`config.mk`:
```
export PLATFORM = sky130hd
export DESIGN_NAME = sepi_front
export DESIGN_NICKNAME = d
export VERILOG_FILES = /design/src/sepi_pkg.sv /design/src/sepi_buf_if.sv /design/src/sepi_skid.sv /design/src/sepi_front.sv
export VERILOG_INCLUDE_DIRS = /design/src /design/src/src
export SDC_FILE = /design/constraint.sdc
export NUM_CORES = 1
export LEC_CHECK = 0
export ABC_AREA = 0
export ABC_CLOCK_PERIOD_IN_PS = 6400
export BUFFER_PORTS_ARGS = -buffer_cell sky130_fd_sc_hd__buf_2
export CELL_PAD_IN_SITES_DETAIL_PLACEMENT = 1
export CELL_PAD_IN_SITES_GLOBAL_PLACEMENT = 2
export CORE_MARGIN = 2
export CORE_UTILIZATION = 36
export DETAILED_ROUTE_END_ITERATION = 8
export PLACE_DENSITY_LB_ADDON = 0.2
export RECOVER_POWER = 25
export SLEW_MARGIN = 10
export SYNTH_ARGS = -nofsm -noshare
export SYNTH_HDL_FRONTEND = slang
export SYNTH_HIERARCHICAL = 1
export SYNTH_SLANG_ARGS = --single-unit
export TNS_END_PERCENT = 30
```
`constraint.sdc`:
```
create_clock -name clk_sys_i -period 6.4 [get_ports clk_sys_i]
set_input_delay 1.28 -clock clk_sys_i [delete_from_list [all_inputs] [get_ports clk_sys_i]]
set_output_delay 1.28 -clock clk_sys_i [all_outputs]
set_load 0.01 [all_outputs]
```
`src/sepi_params.svh`:
```
// timing, opcode and field constants for the serial eeprom pin front end
`ifndef SEPI_PARAMS_SVH
`define SEPI_PARAMS_SVH
`define SEPI_OP_OP_WRITE_ENABLE_CODE   8'h06
`define SEPI_OP_OP_WRITE_DISABLE_CODE   8'h04
`define SEPI_OP_OP_STATUS_READ_CODE   8'h05
`define SEPI_OP_OP_STATUS_WRITE_CODE   8'h01
`define SEPI_OP_READ_CODE   8'h03
`define SEPI_OP_WRITE_CODE  8'h02
`define SEPI_SR_BUSY_POS    0
`define SEPI_SR_WEL_POS     1
`define SEPI_SR_BPLO_POS    2
`define SEPI_SR_BPHI_POS    3
`define SEPI_SR_LOCK_POS    7
`define SEPI_SR_RESET       8'h00
`define SEPI_CLK_MHZ        200
`define SEPI_WRITE_MS       5
`define SEPI_WRITE_CYC      (`SEPI_WRITE_MS * 1000 * `SEPI_CLK_MHZ)
`define SEPI_BIT_LAST       3'h7
`endif

```
`src/sepi_pkg.sv`:
```
// types shared by the serial eeprom pin front end
package sepi_pkg;
    // transfer phase of one select frame
    typedef enum logic [2:0] {
        SEPI_IDLE   = 3'b000,
        SEPI_OPCODE = 3'b001,
        SEPI_SRTX   = 3'b010,
        SEPI_SRRX   = 3'b011,
        SEPI_PASS   = 3'b100,
        SEPI_WAIT   = 3'b101
    } sepi_phase_e;
endpackage

```
`src/sepi_buf_if.sv`:
```
// handshake carrier between the front end and its output buffer
`timescale 1ns/1ps
interface sepi_buf_if #(parameter int W = 8);
    logic         valid;  // producer has a word
    logic         ready;  // consumer takes it
    logic [W-1:0] data;   // the word
    modport src (output valid, output data, input ready);
    modport snk (input valid, input data, output ready);
endinterface : sepi_buf_if

```
`src/sepi_skid.sv`:
```
// two-entry buffer that keeps received bytes while the user side stalls
`timescale 1ns/1ps
module sepi_skid #(
    parameter int W = 8
) (
    // clock and reset
    input  wire logic clk_sys_i,
    input  wire logic rst_n_i,
    // fill and drain sides
    sepi_buf_if.snk   in_if,
    sepi_buf_if.src   out_if
);
    logic [W-1:0] mem_ff [2];    // storage words
    logic [W-1:0] nxt_mem [2];
    logic         wp_ff, rp_ff;  // write and read slots
    logic         nxt_wp, nxt_rp;
    logic [1:0]   cnt_ff, nxt_cnt; // words held
    logic         push, pop;

    // next state: push into the write slot, pop from the read slot
    always_comb begin
        push       = in_if.valid && (cnt_ff != 2'h2);
        pop        = (cnt_ff != 2'h0) && out_if.ready;
        nxt_mem    = mem_ff;
        nxt_wp     = wp_ff;
        nxt_rp     = rp_ff;
        if (push) begin
            nxt_mem[wp_ff] = in_if.data;
            nxt_wp         = ~wp_ff;
        end
        if (pop) begin
            nxt_rp = ~rp_ff;
        end
        nxt_cnt = cnt_ff + {1'b0, push} - {1'b0, pop};
    end

    // registers only
    always_ff @(posedge clk_sys_i) begin
        if (!rst_n_i) begin
            mem_ff[0] <= '0;
            mem_ff[1] <= '0;
            wp_ff     <= 1'b0;
            rp_ff     <= 1'b0;
            cnt_ff    <= 2'h0;
        end else begin
            mem_ff    <= nxt_mem;
            wp_ff     <= nxt_wp;
            rp_ff     <= nxt_rp;
            cnt_ff    <= nxt_cnt;
        end
    end

    // full refuses the filler; data come straight from storage flops
    assign in_if.ready  = (cnt_ff != 2'h2);
    assign out_if.valid = (cnt_ff != 2'h0);
    assign out_if.data  = mem_ff[rp_ff];
endmodule : sepi_skid

```
`src/sepi_front.sv`:
```
// spi slave pin front end of a small byte-wide eeprom
// Contract
// - output bit changes only after clock falls
// - input bits sampled on clock rising edge
// - select high means deselected, output floats
// - standby when deselected and not writing
// - ignore instructions until first select fall
// - hold pauses transfer, floats output, ignores inputs
// - hold only begins while selected
// - write protect freezes block protect bits; the code freezes them only while the lock bit is set
// - opcode byte first; unknown opcode deselects
// - lock bit plus protect low blocks status writes
// - busy bit set during self-timed write
// - self-timed write ends within 5 ms
`timescale 1ns/1ps
`include "sepi_params.svh"
module sepi_front #(
    parameter int WRITE_CYC = `SEPI_WRITE_CYC  // self-timed write length in clocks
) (
    // clock and reset
    input  wire logic       clk_sys_i,
    input  wire logic       rst_n_i,
    // serial pins
    input  wire logic       sclk_i,
    input  wire logic       sel_n_i,
    input  wire logic       sdi_i,
    input  wire logic       hold_n_i,
    input  wire logic       wprot_n_i,
    output logic            sdo_o,
    output logic            sdo_oe_o,
    // array-side byte stream (address and data after array opcodes)
    output logic            rx_valid_o,
    input  wire logic       rx_ready_i,
    output logic [7:0]      rx_data_o,
    output logic [7:0]      rx_opcode_o,
    input  wire logic [7:0] tx_data_i,
    input  wire logic       array_write_go_i,
    // status view
    output logic [7:0]      status_o,
    output logic            standby_o,
    output logic            hardware_protected_mode_o,
    output logic            write_enable_latch_o
);
    // two-flop synchronisers for every pin
    logic [4:0] s1_ff, s2_ff, s3_ff;
    logic       clk_s, sel_s, sdi_s, hold_s, wp_s, clk_d, sel_d;
    logic       rise, fall, sel_fall, sel_rise, paused;

    // state registers with their next values
    sepi_pkg::sepi_phase_e phase_ff, nxt_phase;
    logic [7:0]  sh_ff, nxt_sh;             // receive shift register
    logic [2:0]  bit_ff, nxt_bit;           // bit count within byte
    logic [7:0]  tx_ff, nxt_tx;             // transmit shift register
    logic        sdo_ff, nxt_sdo;
    logic        armed_ff, nxt_armed;       // first select fall seen
    logic        wel_ff, nxt_wel;
    logic        bplo_ff, nxt_bplo, bphi_ff, nxt_bphi, lock_ff, nxt_lock;
    logic [7:0]  pend_ff, nxt_pend;         // status byte awaiting commit
    logic        pend_ok_ff, nxt_pend_ok;   // full byte seen, self-timed write starts on select rise
    logic        busy_ff, nxt_busy;
    logic        stwr_ff, nxt_stwr;         // running cycle is a status write
    logic [31:0] wcnt_ff, nxt_wcnt;
    logic [7:0]  op_ff, nxt_op;
    logic        hold_ff, nxt_hold;
    logic        hardware_protected_mode;

    // output buffer between byte capture and the user side
    sepi_buf_if #(.W(8)) fill_if ();
    sepi_buf_if #(.W(8)) drain_if ();

    // sorts an opcode into the recognised set
    function automatic logic op_known(input logic [7:0] op);
        return op == `SEPI_OP_OP_WRITE_ENABLE_CODE || op == `SEPI_OP_OP_WRITE_DISABLE_CODE ||
               op == `SEPI_OP_OP_STATUS_READ_CODE || op == `SEPI_OP_OP_STATUS_WRITE_CODE ||
               op == `SEPI_OP_READ_CODE || op == `SEPI_OP_WRITE_CODE;
    endfunction

    // first flop feeds only the second; third stage finds edges
    always_ff @(posedge clk_sys_i) begin
        if (!rst_n_i) begin
            s1_ff <= 5'h1e;
            s2_ff <= 5'h1e;
            s3_ff <= 5'h1e;
        end else begin
            s1_ff <= {wprot_n_i, hold_n_i, sdi_i, sel_n_i, sclk_i};
            s2_ff <= s1_ff;
            s3_ff <= s2_ff;
        end
    end
    assign clk_s  = s2_ff[0];
    assign sel_s  = s2_ff[1];
    assign sdi_s  = s2_ff[2];
    assign hold_s = s2_ff[3];
    assign wp_s   = s2_ff[4];
    assign clk_d  = s3_ff[0];
    assign sel_d  = s3_ff[1];
    assign rise     = clk_s & ~clk_d;
    assign fall     = ~clk_s & clk_d;
    assign sel_fall = ~sel_s & sel_d;
    assign sel_rise = sel_s & ~sel_d;
    assign hardware_protected_mode      = lock_ff & ~wp_s;
    assign paused   = hold_ff;

    // frame, shift and status control
    always_comb begin
        nxt_phase   = phase_ff;
        nxt_sh      = sh_ff;
        nxt_bit     = bit_ff;
        nxt_tx      = tx_ff;
        nxt_sdo     = sdo_ff;
        nxt_armed   = armed_ff;
        nxt_wel     = wel_ff;
        nxt_bplo    = bplo_ff;
        nxt_bphi    = bphi_ff;
        nxt_lock    = lock_ff;
        nxt_pend    = pend_ff;
        nxt_pend_ok = pend_ok_ff;
        nxt_busy    = busy_ff;
        nxt_stwr    = stwr_ff;
        nxt_wcnt    = wcnt_ff;
        nxt_op      = op_ff;
        nxt_hold    = hold_ff;
        fill_if.valid = 1'b0;
        fill_if.data  = sh_ff;
        // hold starts only while selected, and only with clock low
        if (sel_s)
            nxt_hold = 1'b0;
        else if (!hold_s && !clk_s)
            nxt_hold = 1'b1;
        else if (hold_s && !clk_s)
            nxt_hold = 1'b0;
        // self-timed write counts down, then clears busy and the latch
        if (busy_ff) begin
            if (wcnt_ff == 32'h1) begin
                nxt_busy = 1'b0;
                nxt_wel  = 1'b0;
                if (stwr_ff) begin
                    nxt_bplo = pend_ff[`SEPI_SR_BPLO_POS];
                    nxt_bphi = pend_ff[`SEPI_SR_BPHI_POS];
                    nxt_lock = pend_ff[`SEPI_SR_LOCK_POS];
                end
            end
            nxt_wcnt = wcnt_ff - 32'h1;
        end
        if (sel_fall) begin
            nxt_armed   = 1'b1;
            nxt_phase   = sepi_pkg::SEPI_OPCODE;
            nxt_bit     = 3'h0;
            nxt_pend_ok = 1'b0;
        end else if (sel_s) begin
            // deselected: frame closes, a full status byte starts its self-timed write now
            if (sel_rise && phase_ff == sepi_pkg::SEPI_WAIT && pend_ok_ff && !busy_ff) begin
                nxt_busy = 1'b1;
                nxt_stwr = 1'b1;
                nxt_wcnt = 32'(WRITE_CYC);
            end
            if (sel_rise && op_ff == `SEPI_OP_WRITE_CODE && array_write_go_i
                && wel_ff && !busy_ff) begin
                nxt_busy = 1'b1;
                nxt_stwr = 1'b0;
                nxt_wcnt = 32'(WRITE_CYC);
            end
            nxt_phase = sepi_pkg::SEPI_IDLE;
        end else if (!paused && armed_ff && phase_ff != sepi_pkg::SEPI_IDLE) begin
            if (rise) begin
                nxt_sh  = {sh_ff[6:0], sdi_s};
                nxt_bit = bit_ff + 3'h1;
                if (bit_ff == `SEPI_BIT_LAST) begin
                    unique case (phase_ff)
                        sepi_pkg::SEPI_OPCODE: begin
                            nxt_op = {sh_ff[6:0], sdi_s};
                            if (!op_known({sh_ff[6:0], sdi_s}))
                                nxt_phase = sepi_pkg::SEPI_IDLE;
                            else begin
                                unique case ({sh_ff[6:0], sdi_s})
                                    `SEPI_OP_OP_WRITE_ENABLE_CODE: begin
                                        nxt_wel   = ~busy_ff;
                                        nxt_phase = sepi_pkg::SEPI_WAIT;
                                    end
                                    `SEPI_OP_OP_WRITE_DISABLE_CODE: begin
                                        nxt_wel   = busy_ff & wel_ff;
                                        nxt_phase = sepi_pkg::SEPI_WAIT;
                                    end
                                    `SEPI_OP_OP_STATUS_READ_CODE:
                                        nxt_phase = sepi_pkg::SEPI_SRTX;
                                    `SEPI_OP_OP_STATUS_WRITE_CODE:
                                        nxt_phase = (wel_ff && !hardware_protected_mode && !busy_ff) ?
                                            sepi_pkg::SEPI_SRRX : sepi_pkg::SEPI_WAIT;
                                    default:
                                        nxt_phase = sepi_pkg::SEPI_PASS;
                                endcase
                            end
                        end
                        sepi_pkg::SEPI_SRRX: begin
                            nxt_pend    = {sh_ff[6:0], sdi_s};
                            nxt_pend_ok = 1'b1;
                            nxt_phase   = sepi_pkg::SEPI_WAIT;
                        end
                        sepi_pkg::SEPI_PASS: begin
                            fill_if.valid = 1'b1;
                            fill_if.data  = {sh_ff[6:0], sdi_s};
                        end
                        default: ;
                    endcase
                end else if (phase_ff == sepi_pkg::SEPI_WAIT) begin
                    nxt_pend_ok = 1'b0;  // extra clocks cancel a status write
                end
            end
            if (fall) begin
                // load a fresh byte at each byte boundary, then shift
                if (bit_ff == 3'h0)
                    nxt_tx = (phase_ff == sepi_pkg::SEPI_SRTX) ? status_o : tx_data_i;
                else
                    nxt_tx = {tx_ff[6:0], 1'b0};
                nxt_sdo = (bit_ff == 3'h0) ?
                    ((phase_ff == sepi_pkg::SEPI_SRTX) ? status_o[7] : tx_data_i[7])
                    : tx_ff[6];
            end
        end
    end

    // registers only
    always_ff @(posedge clk_sys_i) begin
        if (!rst_n_i) begin
            phase_ff   <= sepi_pkg::SEPI_IDLE;
            sh_ff      <= 8'h00;
            bit_ff     <= 3'h0;
            tx_ff      <= 8'h00;
            sdo_ff     <= 1'b0;
            armed_ff   <= 1'b0;
            wel_ff     <= 1'b0;
            bplo_ff    <= 1'b0;
            bphi_ff    <= 1'b0;
            lock_ff    <= 1'b0;
            pend_ff    <= `SEPI_SR_RESET;
            pend_ok_ff <= 1'b0;
            busy_ff    <= 1'b0;
            stwr_ff    <= 1'b0;
            wcnt_ff    <= 32'h0;
            op_ff      <= 8'h00;
            hold_ff    <= 1'b0;
        end else begin
            phase_ff   <= nxt_phase;
            sh_ff      <= nxt_sh;
            bit_ff     <= nxt_bit;
            tx_ff      <= nxt_tx;
            sdo_ff     <= nxt_sdo;
            armed_ff   <= nxt_armed;
            wel_ff     <= nxt_wel;
            bplo_ff    <= nxt_bplo;
            bphi_ff    <= nxt_bphi;
            lock_ff    <= nxt_lock;
            pend_ff    <= nxt_pend;
            pend_ok_ff <= nxt_pend_ok;
            busy_ff    <= nxt_busy;
            stwr_ff    <= nxt_stwr;
            wcnt_ff    <= nxt_wcnt;
            op_ff      <= nxt_op;
            hold_ff    <= nxt_hold;
        end
    end

    // a stall on the user side loses no byte while two fit
    sepi_skid #(.W(8)) u_skid (
        .clk_sys_i (clk_sys_i),
        .rst_n_i   (rst_n_i),
        .in_if     (fill_if.snk),
        .out_if    (drain_if.src)
    );
    assign drain_if.ready = rx_ready_i;
    assign rx_valid_o     = drain_if.valid;
    assign rx_data_o      = drain_if.data;
    assign rx_opcode_o    = op_ff;

    // status byte: bits 6..4 read zero; protect bits frozen by the pin via hpm
    assign status_o = {lock_ff, 3'h0, bphi_ff, bplo_ff, wel_ff, busy_ff};
    assign sdo_o                     = sdo_ff;
    assign sdo_oe_o  = !sel_s && !hold_ff && (phase_ff == sepi_pkg::SEPI_SRTX ||
                       phase_ff == sepi_pkg::SEPI_PASS);
    assign standby_o = sel_s && !busy_ff;
    assign hardware_protected_mode_o = hardware_protected_mode;
    assign write_enable_latch_o      = wel_ff;
endmodule : sepi_front

```
==> impl_metrics.csv, run 1 <==
group,metric,value,unit
outcome,status,"finished, violations left",
outcome,violations,"max-capacitance violations, max-slew violations",
sta,min_period,3130,ps
hold_path,hp-class,"reg2reg",
logic_synthesis,synthAdderAreaFrac,1.49,%
logic_synthesis,synthSimpleGateAreaFrac,24.9,%
logic_synthesis,ys.warnings.count,6,
logic_synthesis,synthArstFlopShare,0,%
floorplan,die-area,14900,µm²
critical_path,arrival,3370,ps
layout,final_nets,602,
sta,slew_headroom,-23.5,%
drt,final_antenna_net_count,0,
pwr,power_density,245,nW/µm²
floorplan,initial_core_util,36.5,%
global_route,grt_max_degree,43,
logic_synthesis,synth_area_per_cell,8.94,µm²
logic_synthesis,synth_compound_area_share,12.0,%
logic_synthesis,muxShareOfSynthArea,7.77,%
sta,setup_tns,0,ps
logic_synthesis,synthFlopType,"dfxtp_1",
sta,maxSlewViolCount,43,
logic_synthesis,syn-cell-area,5020,µm²
floorplan,core_area,13800,µm²
logic_synthesis,synth_xor_xnor_area_share,5.23,%
cts,clk_latency,350,ps
layout,syn_to_final_growth,11.9,%
pwr,leakage,2.13,nW
layout,diodes,0,
place,portBuffers,43,
cts,path_clk_slew,70,ps
cts,cts.sinks,106,
global_route,gr-total-overflow,0,
logic_synthesis,seq_area_frac_synth,42.2,%
global_route,grt_util_all_layers,17.1,%
sta,setup_viol,0,
logic_synthesis,synth_area_leaders,"dfxtp_1 42%, a21oi_1 5.1%, nor2_1 4.9%",
global_route,grt_pass1_vias,4013,
drt,wl_per_cell,15.8,µm
cts,cts-root-buf,"clkbuf_16",
layout,fin_cells,764,
global_route,antenna_found_initial,0,
logic_synthesis,ys_ff_latch,106,
floorplan,die_w,122,µm
critical_path,critPathKind,"in2reg",
critical_path,required,6640,ps
sta,period_share,48.9,%
cts,cts_tree,"yes",
sta,hold_violations,0,
logic_synthesis,synth-edff-count,0,
logic_synthesis,synth_top_family_by_area,"simple AND/OR/NAND/NOR gates",
layout,drive_gt1_share,17.0,%
run,drv_cap,1,
floorplan,fp-row-count,43,
cts,cts.path.max_buffers,2,
place,place_inst,748,
logic_synthesis,ys_top_cells_by_count,"106 x dfxtp_1, 66 x nor2_1, 51 x a21oi_1",
critical_path,path_max_fanout,42,
drt,first_pass_iters,4,
sta,worst_pin_slew,1850,ps
critical_path,startpoint_type,"input port",
logic_synthesis,synthDistinctLibCells,57,
global_route,grt_pass1_wl,20400,µm
drt,viasPerCell,5.25,
logic_synthesis,yosysTopAreaCellShare,42.2,%
place,hpwl,8210,µm
logic_synthesis,synth_top_cell_by_area,"dfxtp_1",
cts,post-cts-setup-buffers,0,
pwr,vdd_drop_max,167,µV
drt,drt-total-wl,12100,µm
cts,cts.repair.resized,0,
cts,hold_buffers,0,
cts,cts_buffers,9,
floorplan,die_h,122,µm
logic_synthesis,yosysMostFrequentCell,"dfxtp_1",
floorplan,ios,47,
drt,drc,0,
logic_synthesis,synthCells,562,
critical_path,cp-end-kind,"register",
sta,fmax,319,MHz
drt,first_iter_violations,158,
cts,htree_levels,3,
drt,vias,4010,
place,place.gp.congestion,0.733,
sta,rsz0062_at_grt,"no",
sta,finClkSkew,11.5,ps
[cells by family (layout without fill, tap and decap cells)]
family                   after synthesis  in the layout
XOR/XNOR                              30             30
other                                  1              3
AO/OA/AOI/OAI                        101            101
adder cells (fa/ha/maj)                6              6
multiplexers                          37             37
buffers and inverters                 59             79
AND/OR/NAND/NOR                      222            222
flip-flops                           106            106
[power by group]
part           switching, mW  total [mW]  leakage [nW]  internal (mW)
Clock                  0.256       0.678         0.176          0.422
Sequential           0.00456       0.668         0.856          0.663
Combinational         0.0193      0.0301          1.10         0.0107
[state kept, by name, indices dropped and copies added, names as in the netlist, 2 cells and up]
signal	count
s2_ff	5
pend_ff	3
wcnt_ff	32
s1_ff	5
u_skid/cnt_ff	2
rx_opcode_o	8
bit_ff	3
s3_ff	2
phase_ff	3
tx_ff	7
u_skid/mem_ff	16
sh_ff	8
[stage by stage]
step	total power [mW]	hold WS [ps]	cell area [µm²]	util, %	setup WS (ps)
finish	1.38	415	5620	40.8	3270
global route	1.43	449	5620	40.8	2980
CTS	1.39	423	5630	40.9	3420
detailed placement	0.715	406	5260	38.2	3050
global placement	0.714	398	5260	38.2	3110
floorplan	0.703	386	5030	-	3850
[critical path: stages]
cell and delay [ps]:
clkbuf_1 320, clkinv_1 110, clkbuf_1 1330, a21o_1 240
nor3_1 80
[cell usage in the layout, fill, tap and decap left out, drive strengths merged, types with 19 or more instances in the layout]
cell   count
a21oi     51
buf       44
dfxtp    106
mux2i     21
nand2     31
nand4     19
nor2      66
nor4      22
xnor2     25
[area by class of cell]
cell class | count | area (µm²)
Sequential cell | 106 | 2120
Clock buffer | 9 | 225
Multi-Input combinational cell | 399 | 2610
Tap cell | 180 | 225
Timing Repair Buffer | 46 | 233
Fill cell | 1636 | 8150
Inverter | 17 | 71.3
Clock inverter | 7 | 141
[worst paths after layout]
path | start | end | slack, ps | depth (start not counted)
worst max-delay path | rst_n_i | pend_ok_ff | 3270 | 5
worst min-delay path | s1_ff[1] | s2_ff[1] | 420 | 1
worst max register to register | phase_ff[0] | u_skid/cnt_ff[0] | 3460 | 9
worst min register to register | s1_ff[1] | s2_ff[1] | 420 | 1
[metal layers]
layer / GRT usage [%] / part of all wire [%] / vias to the layer above
met5: 0 / 0 / -
met4: 4.53 / 1.2 / 0
met3: 4.03 / 3.5 / 8
met2: 26.5 / 45 / 53
met1: 24.0 / 50 / 1939
li1: - / - / 2010
Power figures use the tool's default switching activity.
==> run 2: changes to the inputs <==
Settings changed: ABC_CLOCK_PERIOD_IN_PS 6400 to 2900.
Clock period 6.4 ns to 2.9 ns, I/O delays scaled along.
==> run 2 against run 1 <==
The run now ends clean. Non-clock buffer count is 14 higher. Sequential share of layout area decreased by 0.18 points. Via count rose by 2.5%. First-iteration DRC count decreased by 18%. Clock power is 93% higher. Global-route usage rose by 0.45 points. Worst hold slack improved by 1.5 ps. Critical path depth up 4. Wire length is 3.4% higher. Largest power group is now sequential cells.
==> impl_metrics.csv, run 2 (synthesis gave the netlist of run 1 again) <==
group,metric,value,unit
floorplan,core_area,13800,µm²
pwr,power_frac_comb,2.4,%
drt,first_pass_iters,4,
pwr,power_density,505,nW/µm²
hold_path,hp-class,"reg2reg",
critical_path,crit_path_cell_trace,"nor3_1 -> or4_1 -> nor4b_2 -> buf_4 -> and2b_1 -> a211oi_1 -> nor2_1 -> ha_1 -> and2_1",
sta,fmax,412,MHz
pwr,internal_power,2.27,mW
outcome,status,"finished clean",
sta,finClkSkew,8.61,ps
drt,drc,0,
sta,rsz0062_at_grt,"no",
layout,syn_to_final_growth,12.5,%
pwr,vdd_drop_max,217,µV
critical_path,path_max_fanout,16,
cts,post-cts-setup-buffers,0,
pwr,pwr-share-seq,51.6,%
critical_path,cp-end-kind,"register",
layout,largest_register_ffs,32,
pwr,power.net_switching,0.582,mW
global_route,grt_util_all_layers,17.6,%
layout,drive_gt1_share,15.4,%
run,drv_cap,0,
global_route,gr-total-overflow,0,
cts,cts_tree,"yes",
layout,diodes,0,
global_route,grt_pass1_vias,4139,
place,portBuffers,43,
floorplan,ios,47,
sta,period_share,83.7,%
layout,final_nets,616,
critical_path,arrival,2670,ps
sta,hold_violations,0,
critical_path,required,3140,ps
cts,hold_buffers,0,
drt,final_antenna_net_count,0,
layout,layout_commonest_cell,"dfxtp_1",
critical_path,ff2ff_setup_slack,470,ps
cts,path_clk_slew,60,ps
cts,cts_buffers,9,
sta,worst_pin_slew,962,ps
layout,nFillCells,1654,
layout,regMostFlops,"wcnt_ff",
drt,vias,4109,
critical_path,startpoint_type,"register",
floorplan,fp-row-count,43,
place,place_ws,461,ps
critical_path,cp_slowest_cell,"or4_1",
layout,layout_common_cells,"106 x dfxtp_1, 66 x nor2_1, 51 x a21oi_1",
pwr,p_sw_share,20.4,%
global_route,antenna_found_initial,0,
global_route,grt_pass1_wl,20800,µm
drt,drt-total-wl,12500,µm
drt,wl_per_cell,16.0,µm
critical_path,cp_slowest_stage_delay,530,ps
floorplan,die-area,14900,µm²
place,place.gp.congestion,0.757,
global_route,grt_max_degree,19,
critical_path,critPathKind,"reg2reg",
sta,setup_tns,0,ps
sta,min_period,2430,ps
cts,cts-root-buf,"clkbuf_16",
cts,clk_latency,350,ps
pwr,leakage,2.10,nW
cts,cts.sinks,106,
floorplan,initial_core_util,36.5,%
place,place_inst,762,
floorplan,die_w,122,µm
pwr,p_clk_share,45.9,%
sta,slew_headroom,35.6,%
cts,cts.repair.resized,0,
drt,first_iter_violations,130,
cts,htree_levels,3,
cts,cts.path.max_buffers,2,
floorplan,die_h,122,µm
layout,fin_cells,778,
drt,viasPerCell,5.28,
place,hpwl,8810,µm
layout,reg_top3,"wcnt_ff x32, u_skid/mem_ff x16",
sta,maxSlewViolCount,0,
sta,setup_viol,0,
sta,setup_slack,473,ps
[run 2: cell type report]
type                            instances  area, µm²  share of cell area (%)
Clock buffer                           14        254                    4.50
Clock inverter                          2       60.1                    1.06
Inverter                               17       71.3                    1.26
Multi-Input combinational cell        399       2610                    46.1
Sequential cell                       106       2120                    37.6
Tap cell                              180        225                    3.99
Timing Repair Buffer                   60        312                    5.51
[run 2: final timing paths]
| kind | startpoint | end | depth (start not counted) |
|---|---|---|---|
| worst min-delay path | s1_ff[1] | s2_ff[1] | 1 |
| worst max register to register | phase_ff[0] | u_skid/cnt_ff[0] | 9 |
| worst min register to register | s1_ff[1] | s2_ff[1] | 1 |
| worst max-delay path | phase_ff[0] | u_skid/cnt_ff[0] | 9 |
[run 2: worst max-delay path, delay by kind of cell (launching register included)]
kind | cells | cell delay [ps]
adder cells (fa/ha/maj) | 1 | 220
AND/OR/NAND/NOR | 6 | 1300
flip-flops | 1 | 500
AO/OA/AOI/OAI | 1 | 40
buffers and inverters | 1 | 250
[run 2: stage by stage]
stage / util, % / hold WS [ps] / power (mW) / cell area, µm²
2_1_floorplan: - / 386 / 1.55 / 5030
3_3_place_gp: 39.0 / 402 / 1.58 / 5370
3_5_place_dp: 39.0 / 407 / 1.58 / 5370
4_1_cts: 41.3 / 409 / 2.90 / 5680
5_1_grt: 41.0 / 416 / 2.96 / 5650
6_report: 41.0 / 417 / 2.85 / 5650
[run 2: power groups by stage]
| stage | logic, mW | clock network [mW] | registers [mW] |
|---|---|---|---|
| 2_1_floorplan | 0.0476 | 0 | 1.50 |
| 5_1_grt | 0.0796 | 1.41 | 1.47 |
| 6_report | 0.0694 | 1.31 | 1.47 |
| 3_5_place_dp | 0.0726 | 0 | 1.51 |
| 3_3_place_gp | 0.0716 | 0 | 1.51 |
| 4_1_cts | 0.0729 | 1.36 | 1.47 |
[run 2: layer usage]
layer	track usage, %	wire, µm
met5	0	0
met4	5.89	167
met3	2.67	379
met2	27.4	5560
met1	24.9	6380
